$ cat src/logic/gdio_pkg.sv
// Package with register map, field positions and reset values of the digital I/O port.
//
// Contract
// - Direction bit one makes the pin an output, zero an input.
// - Input pin with value bit one gets pull-up unless global disable set.
// - Pull-up is off when value bit is zero or pin is output.
// - During reset every pin is high impedance, even without clock; here pins float from the first clock edge in reset.
// - Output pin drives high for value one and low for value zero.
// - Global pull-up disable removes all pull-ups regardless of other bits.
// - Sample bit returns synchronized pin level for any direction.
// - Pin input passes a high-transparent latch then a rising-edge register; here a falling-edge register stands in for the latch.
// - Pin transition reaches sample bit within half to one and half periods.
// - Written pin value reaches sample bit one clock period later.
// - Port has value and direction registers read/write, input register read-only.
// - Single-bit set and clear change only the addressed pin.
// - Deep sleep disables input buffers except wake-up pins.
// - Alternate functions on some pins leave other pins' general I/O unaffected.
// - Global pull-up disable is bit 6 of the control register.
package gdio_pkg;
  localparam int GDIO_PINS = 8;
  localparam logic [2:0] GDIO_ADDR_INPUT = 3'h0;
  localparam logic [2:0] GDIO_ADDR_DIR = 3'h1;
  localparam logic [2:0] GDIO_ADDR_VALUE = 3'h2;
  localparam logic [2:0] GDIO_ADDR_CTRL = 3'h3;
  localparam logic [2:0] GDIO_ADDR_SET = 3'h4;
  localparam logic [2:0] GDIO_ADDR_CLR = 3'h5;
  localparam logic [2:0] GDIO_ADDR_WAKE = 3'h6;
  localparam int GDIO_PULLOFF_BIT = 6;
  localparam int GDIO_SEL_POS = 3;
  localparam int GDIO_IDX_MSB = 2;
  localparam logic [7:0] GDIO_CTRL_MASK = 8'h40;
  localparam logic [7:0] GDIO_RESET_VAL = 8'h00;
  localparam logic [7:0] GDIO_WAKE_RESET = 8'h00;
  localparam logic [7:0] GDIO_ZERO = 8'h00;
  localparam logic [2:0] GDIO_BIT_DIR = 3'h0;
  localparam logic [2:0] GDIO_BIT_VALUE = 3'h1;
endpackage : gdio_pkg

$ cat src/logic/gdio_sync.sv
// Pin input synchronizer: falling-edge register standing in for a transparent-high latch, followed by a rising-edge register.
`timescale 1ns/100ps
module gdio_sync
  import gdio_pkg::*;
(
  input wire logic clk, // Port clock.
  input wire logic rst_n, // Synchronous reset, active low.
  input wire logic clk_en, // Freezes the register while low.
  input wire logic [GDIO_PINS-1:0] pin_in, // Pin levels after the input buffer.
  output logic [GDIO_PINS-1:0] sample // Synchronized pin levels.
);
  logic [GDIO_PINS-1:0] hold_reg;
  logic [GDIO_PINS-1:0] hold_next;
  logic [GDIO_PINS-1:0] sample_reg;
  logic [GDIO_PINS-1:0] sample_next;

  // A latch open while the clock is high shows the rising-edge register the level it held
  // at the falling edge, so the first stage captures on that edge; this avoids a race
  // between latch and register at the same rising edge. Only the register reads it.
  genvar i;
  generate
    for (i = 0; i < GDIO_PINS; i++) begin : g_latch
      assign hold_next[i] = clk_en ? pin_in[i] : hold_reg[i];
    end
  endgenerate

  always_ff @(negedge clk) begin
    hold_reg <= hold_next;
  end

  always_comb begin
    sample_next = sample_reg;
    if (!rst_n) begin
      sample_next = GDIO_RESET_VAL;
    end else if (clk_en) begin
      sample_next = hold_reg;
    end
  end

  always_ff @(posedge clk) begin
    sample_reg <= sample_next;
  end

  assign sample = sample_reg;
endmodule : gdio_sync

$ cat src/logic/gdio_port.sv
// Eight-pin general digital I/O port with direction, value, sample and pull-up control.
//
// The register offsets and the plain strobed port are this design's own decisions.
`timescale 1ns/100ps
module gdio_port
  import gdio_pkg::*;
(
  input wire logic clk, // Port clock, 100 MHz.
  input wire logic rst_n, // Synchronous reset, active low.
  input wire logic clk_en, // Freezes all state while low, except read data, which clears to zero.
  input wire logic [2:0] addr, // Register address.
  input wire logic [7:0] wdata, // Write data.
  input wire logic wr_en, // Write strobe.
  input wire logic rd_en, // Read strobe.
  output logic [7:0] rdata, // Read data, valid the cycle after rd_en.
  input wire logic deep_sleep, // Both port and converter clocks stopped.
  input wire logic [GDIO_PINS-1:0] alt_override, // Alternate function owns this pin.
  input wire logic [GDIO_PINS-1:0] alt_oe_n, // Alternate output enable, active low.
  input wire logic [GDIO_PINS-1:0] alt_out, // Alternate output value.
  input wire logic [GDIO_PINS-1:0] pin_i, // Pin level from the pad.
  output logic [GDIO_PINS-1:0] pin_o, // Pin drive value.
  output logic [GDIO_PINS-1:0] pin_oe_n, // Pin output enable, active low.
  output logic [GDIO_PINS-1:0] pullup_en // Pull-up resistor enable per pin.
);
  logic [7:0] dir_reg;
  logic [7:0] dir_next;
  logic [7:0] val_reg;
  logic [7:0] val_next;
  logic pulloff_reg;
  logic pulloff_next;
  logic [7:0] wake_reg;
  logic [7:0] wake_next;
  logic [7:0] rdata_reg;
  logic [7:0] rdata_next;
  logic [GDIO_PINS-1:0] pin_o_reg;
  logic [GDIO_PINS-1:0] pin_o_next;
  logic [GDIO_PINS-1:0] oe_n_reg;
  logic [GDIO_PINS-1:0] oe_n_next;
  logic [GDIO_PINS-1:0] pu_reg;
  logic [GDIO_PINS-1:0] pu_next;
  logic [GDIO_PINS-1:0] buf_in;
  logic [GDIO_PINS-1:0] sample;
  logic [7:0] bit_mask;

  // Input buffer gating: clamped low in deep sleep unless the pin is needed for wake-up.
  genvar i;
  generate
    for (i = 0; i < GDIO_PINS; i++) begin : g_buf
      assign buf_in[i] = pin_i[i] & (~deep_sleep | wake_reg[i]);
    end
  endgenerate

  gdio_sync u_sync (
    .clk(clk),
    .rst_n(rst_n),
    .clk_en(clk_en),
    .pin_in(buf_in),
    .sample(sample)
  );

  // Set and clear use wdata[2:0] as pin index and wdata[3] to select value or direction.
  always_comb begin
    bit_mask = GDIO_ZERO;
    bit_mask[wdata[GDIO_IDX_MSB:0]] = 1'b1;
  end

  // Register file group.
  always_comb begin
    dir_next = dir_reg;
    val_next = val_reg;
    pulloff_next = pulloff_reg;
    wake_next = wake_reg;
    rdata_next = GDIO_ZERO;
    if (!rst_n) begin
      dir_next = GDIO_RESET_VAL;
      val_next = GDIO_RESET_VAL;
      pulloff_next = 1'b0;
      wake_next = GDIO_WAKE_RESET;
    end else if (clk_en) begin
      if (wr_en) begin
        case (addr)
          GDIO_ADDR_DIR: dir_next = wdata;
          GDIO_ADDR_VALUE: val_next = wdata;
          GDIO_ADDR_CTRL: pulloff_next = wdata[GDIO_PULLOFF_BIT];
          GDIO_ADDR_WAKE: wake_next = wdata;
          GDIO_ADDR_SET: begin
            if (wdata[GDIO_SEL_POS] == GDIO_BIT_VALUE[0]) begin
              val_next = val_reg | bit_mask;
            end else begin
              dir_next = dir_reg | bit_mask;
            end
          end
          GDIO_ADDR_CLR: begin
            if (wdata[GDIO_SEL_POS] == GDIO_BIT_VALUE[0]) begin
              val_next = val_reg & ~bit_mask;
            end else begin
              dir_next = dir_reg & ~bit_mask;
            end
          end
          default: begin
          end
        endcase
      end
      if (rd_en) begin
        case (addr)
          GDIO_ADDR_INPUT: rdata_next = sample;
          GDIO_ADDR_DIR: rdata_next = dir_reg;
          GDIO_ADDR_VALUE: rdata_next = val_reg;
          GDIO_ADDR_CTRL: rdata_next = GDIO_CTRL_MASK & {GDIO_PINS{pulloff_reg}};
          GDIO_ADDR_WAKE: rdata_next = wake_reg;
          default: rdata_next = GDIO_ZERO;
        endcase
      end else begin
        rdata_next = GDIO_ZERO;
      end
    end
  end

  always_ff @(posedge clk) begin
    dir_reg <= dir_next;
    val_reg <= val_next;
    pulloff_reg <= pulloff_next;
    wake_reg <= wake_next;
    rdata_reg <= rdata_next;
  end

  // Pin driver group, computed from the next register values so a write shows on the
  // pins at the same edge; the sample then follows one edge later.
  always_comb begin
    pin_o_next = pin_o_reg;
    oe_n_next = oe_n_reg;
    pu_next = pu_reg;
    if (!rst_n) begin
      // Reset is synchronous, so the pins float from the first rising edge that sees it.
      pin_o_next = GDIO_ZERO;
      oe_n_next = ~GDIO_ZERO;
      pu_next = GDIO_ZERO;
    end else if (clk_en) begin
      for (int n = 0; n < GDIO_PINS; n++) begin
        if (alt_override[n]) begin
          oe_n_next[n] = alt_oe_n[n];
          pin_o_next[n] = alt_out[n];
          pu_next[n] = 1'b0;
        end else begin
          oe_n_next[n] = ~dir_next[n];
          pin_o_next[n] = val_next[n];
          pu_next[n] = ~dir_next[n] & val_next[n] & ~pulloff_next;
        end
      end
    end
  end

  always_ff @(posedge clk) begin
    pin_o_reg <= pin_o_next;
    oe_n_reg <= oe_n_next;
    pu_reg <= pu_next;
  end

  assign rdata = rdata_reg;
  assign pin_o = pin_o_reg;
  assign pin_oe_n = oe_n_reg;
  assign pullup_en = pu_reg;
endmodule : gdio_port

$ cat config.mk
export PLATFORM = sky130hd
export DESIGN_NAME = gdio_port
export DESIGN_NICKNAME = d
export VERILOG_FILES = /design/src/logic/gdio_pkg.sv /design/src/logic/gdio_sync.sv /design/src/logic/gdio_port.sv
export SDC_FILE = /design/constraint.sdc
export NUM_CORES = 1
export LEC_CHECK = 0
export BUFFER_PORTS_ARGS = -buffer_cell sky130_fd_sc_hd__buf_2
export CORE_MARGIN = 4
export CORE_UTILIZATION = 60
export DETAILED_ROUTE_END_ITERATION = 8
export GPL_TIMING_DRIVEN = 0
export PLACE_DENSITY = 0.86
export SLEW_MARGIN = 25
export SYNTH_ARGS = -nofsm -noshare
export SYNTH_HDL_FRONTEND = slang
export SYNTH_SLANG_ARGS = --single-unit
export TNS_END_PERCENT = 5
$ cat constraint.sdc
create_clock -name clk -period 3.7 [get_ports clk]
set_input_delay 0.185 -clock clk [delete_from_list [all_inputs] [get_ports clk]]
set_output_delay 0.185 -clock clk [all_outputs]
set_load 0.1 [all_outputs]
* Yosys cells after proc, flatten, opt, wreduce, memory -nomap -nowiden
Index checks and enable logic that the tools add are counted.
** Operators by class
- Muxes and demuxes :: 43
- Order comparisons :: 2
- Shift operators :: 0
- Reduce and logical (&&, ||, !) cells :: 4
- Eq/ne operators :: 6
- $add $sub $neg :: 0
- Divide/modulo/power cells :: 0
- $mul :: 0
- Bitwise gates (word level) :: 47
** Operator list (count)
- two-way mux 8 bit :: 10
- one-hot mux 8 bit (3 select lines) :: 2
- one-hot mux 8 bit (5 select lines) :: 1
- two-way mux 1 bit :: 29
- AND 1 bit :: 24
- AND 8 bit :: 2
- OR 8 bit :: 2
- NOT 1 bit :: 10
- equality test 3 bit (second input constant) :: 3
- NOT 8 bit :: 1
- OR 1 bit :: 8
- equality test 3 x 2 -> 1 bit (second input constant) :: 2
- AND reduction 3 bit :: 2
- < comparator 3 x 4 -> 1 bit (second input constant) :: 1
- demux 1 bit (select 3 bit) :: 1
- equality test 3 x 1 -> 1 bit (second input constant) :: 1
- >= comparator 3 x 1 -> 1 bit (second input constant) :: 1
- logical NOT 3 bit :: 1
- logical AND 1 bit :: 1
** Word-level totals
- Memory bits (writable) :: 0
- Register bits after elaboration :: 73
- Memory bits (read-only) :: 0
- Bits of input ports :: 49
- Memories :: 0
- Latch bits :: 0

* Logic depth before layout (Yosys ltp)
- Depth after elaboration :: 15
- Mapped depth :: 6
- Mapped depth without buffers :: 4

* By module
A second synthesis with hierarchy kept.
** Unflattened totals
- Cells, all modules :: 446
- Area, all modules :: 3783.6 um2
** By module, submodules not included
- gdio_port :: instances 1, area each 3238.1 um2, cells an instance 412
- gdio_sync :: instances 1, area each 545.5 um2, cells an instance 34

==> flow_summary.toml <==
[floorplan]
die_h_um = 91.0
fp.dieArea_um2 = 8280
start_util_pct = 63.3
die_w_um = 91.0
core_um2 = 6530
num_io_pins = 81
placementRows = 29

[clocking]
clock_latency_ns = 0.40
post_cts_buffers = 0
cts_inserted_buffers = 9
cts_root_buffer = "clkbuf_8"
numClockSinks = 73
path_clk_slew_ns = 0.08
cts_hold_repair.buffers = 0
cts_max_path_buffers = 2
cts_tree = "yes"
cts_htree_levels = 3
cts-resized-gates = 0

[logic_synthesis]
syn_nets = 469
synthFlopType = "dfxtp_1"
synth_edf_count = 8
yosysTopAreaCell = "dfxtp_1"
ys_ff_latch = 73
avgSynthCellArea_um2 = 9.84
yosysUniqueCellTypes = 54
synth.top_cell.area_share_pct = 31.5
ys_warn_count = 0
syn_inst = 420
synthArstFlopShare_pct = 0
synth_area_um2 = 4130
ys_seq_area_share_pct = 37.3
yosys-top-cells-area = "dfxtp_1 31%, mux2i_1 9.2%, edfxtp_1 5.8%"

[place]
gp_congestion = 0.967
portBuffers = 74
place_hpwl_um = 8640
place_area_um2 = 4600

[finish]
fin_nets = 561
drive_gt1_share_pct = 27.3
num-fill-cells = 489
syn_to_final_growth_pct = 17.2
final_cell_area_um2 = 4840
diodes = 0
postLayoutCoreUtil_pct = 74.2

[global_route]
grt_pass1_wl_um = 18200
antenna_found_initial = 0
first_global_vias = 3514
grt_max_degree = 15
grt_use_total_pct = 27.4
overflow = 0

[setup_path]
cp_data_arrival_time_ns = 0.99
r2r_setup_slack_ns = 1.07
crit_path_start_kind = "flip-flop"
worst_path_max_delay_cell = "dfxtp_1"
critPathRequiredTime_ns = 2.06
crit_chain = "inv_1, a21boi_0"
path_class = "flip-flop to flip-flop"
max_stage_delay_ns = 0.37
cp_max_fo = 3
cp-end-kind = "flip-flop"

[routing]
wl_met1_um = 5100
wl_met3_um = 878
antenna_left = 0
vias_per_cell = 6.26
drc = 0
route.vias.total = 3719
routed.top_layer = "met4"
routed_wl_um = 11600
detail_route.wl_per_cell_um = 19.5
first_pass_iters = 5
drt_iter0_drc = 314
route.met2.wl_um = 5350

[flow_run]
maxCapViolations = 0

[timing]
maxSlewViolCount = 0
fin_skew_ns = 0.0475
hold_viol = 0
setup_tns_ns = 0
rsz0062_at_grt = "false"
tightest_slew_ns = 0.593
slew-limit-headroom_pct = 60.3
setup_violations = 0

[status]
outcome = "finished clean"

[min_path]
min_path_type = "primary input to flip-flop"

[pwr]
p_per_area_nw_per_um2 = 399
ir_worst_vdd_v = 0.000276
power_leakage_nw = 2.14
-- through the flow --
stage          instances  hold slack, ns  setup WS, ns  power [W]
6_report             594          0.0880          1.07    0.00193
5_1_grt              594          0.0947         0.994    0.00201
4_1_cts              594          0.0794          1.03    0.00194
3_5_place_dp         571           0.439          1.08    0.00124
3_3_place_gp         571           0.434          1.13    0.00123
2_1_floorplan        420           0.340          1.20    0.00115
-- cells in the mapped netlist (9+ instances only) --
cell type,instances
nor2_1,9
nor2b_1,20
buf_2,12
dfxtp_1,65
clkbuf_1,17
inv_1,35
mux2i_1,38
nand2_1,26
o21ai_0,10
-- logic make-up (layout without fill, tap and decap cells) --
kind of cell / Yosys count / count (layout) / share of synthesized area [%]
AOI/OAI and AO/OA: 124 / 124 / 26.2
DFF: 73 / 73 / 37.3
buffers and inverters: 76 / 173 / 8.66
and+or+nand+nor: 106 / 106 / 17.5
muxes: 41 / 41 / 10.3
-- routing by layer --
layer  track usage [%]  vias to the layer above
met5                 0                        -
met4              9.30                        0
met3              6.53                       23
met2              42.7                      197
met1              37.5                     1746
li1                  -                     1753
-- cells in the final DEF, fill, tap and decap left out, types with 9 or more instances in the layout --
master	count
buf_2	86
dfxtp_1	65
clkbuf_1	18
clkbuf_8	9
nand2_1	26
inv_1	42
nor2b_1	20
nor2_1	9
mux2i_1	38
o21ai_0	10
-- path summary, 6_finish.rpt --
kind                                           end         start  cells past startpoint
worst max-delay path            u_sync.hold_reg[3]   wake_reg[3]                      2
worst min-delay path                      pin_o[5]    alt_out[5]                      3
worst max register to register  u_sync.hold_reg[3]   wake_reg[3]                      2
worst min register to register        pullup_en[5]  pullup_en[5]                      2
-- critical path: cells and delay by family, from the launching register on --
kind | cells | cell delay [ns]
buf+inv | 1 | 0.05
compound gates | 1 | 0.22
flops | 1 | 0.37
-- layout make-up --
class / count / area, µm² / share of cell area (%)
multi-input cells: 271 / 2230 / 46.1
well taps: 77 / 96.3 / 1.99
plain buffers: 41 / 226 / 4.68
inverters: 34 / 128 / 2.63
repair buffers: 74 / 370 / 7.65
flip-flops and latches: 73 / 1540 / 31.8
clock inverters: 13 / 95.1 / 1.96
clock buffers: 11 / 153 / 3.15
-- where the power goes --
group | switching, W | internal [W]
Sequential | 0.0000201 | 0.000832
Combinational | 0.000248 | 0.000115
Clock | 0.000349 | 0.000370
(Power assumes the default switching activity.)
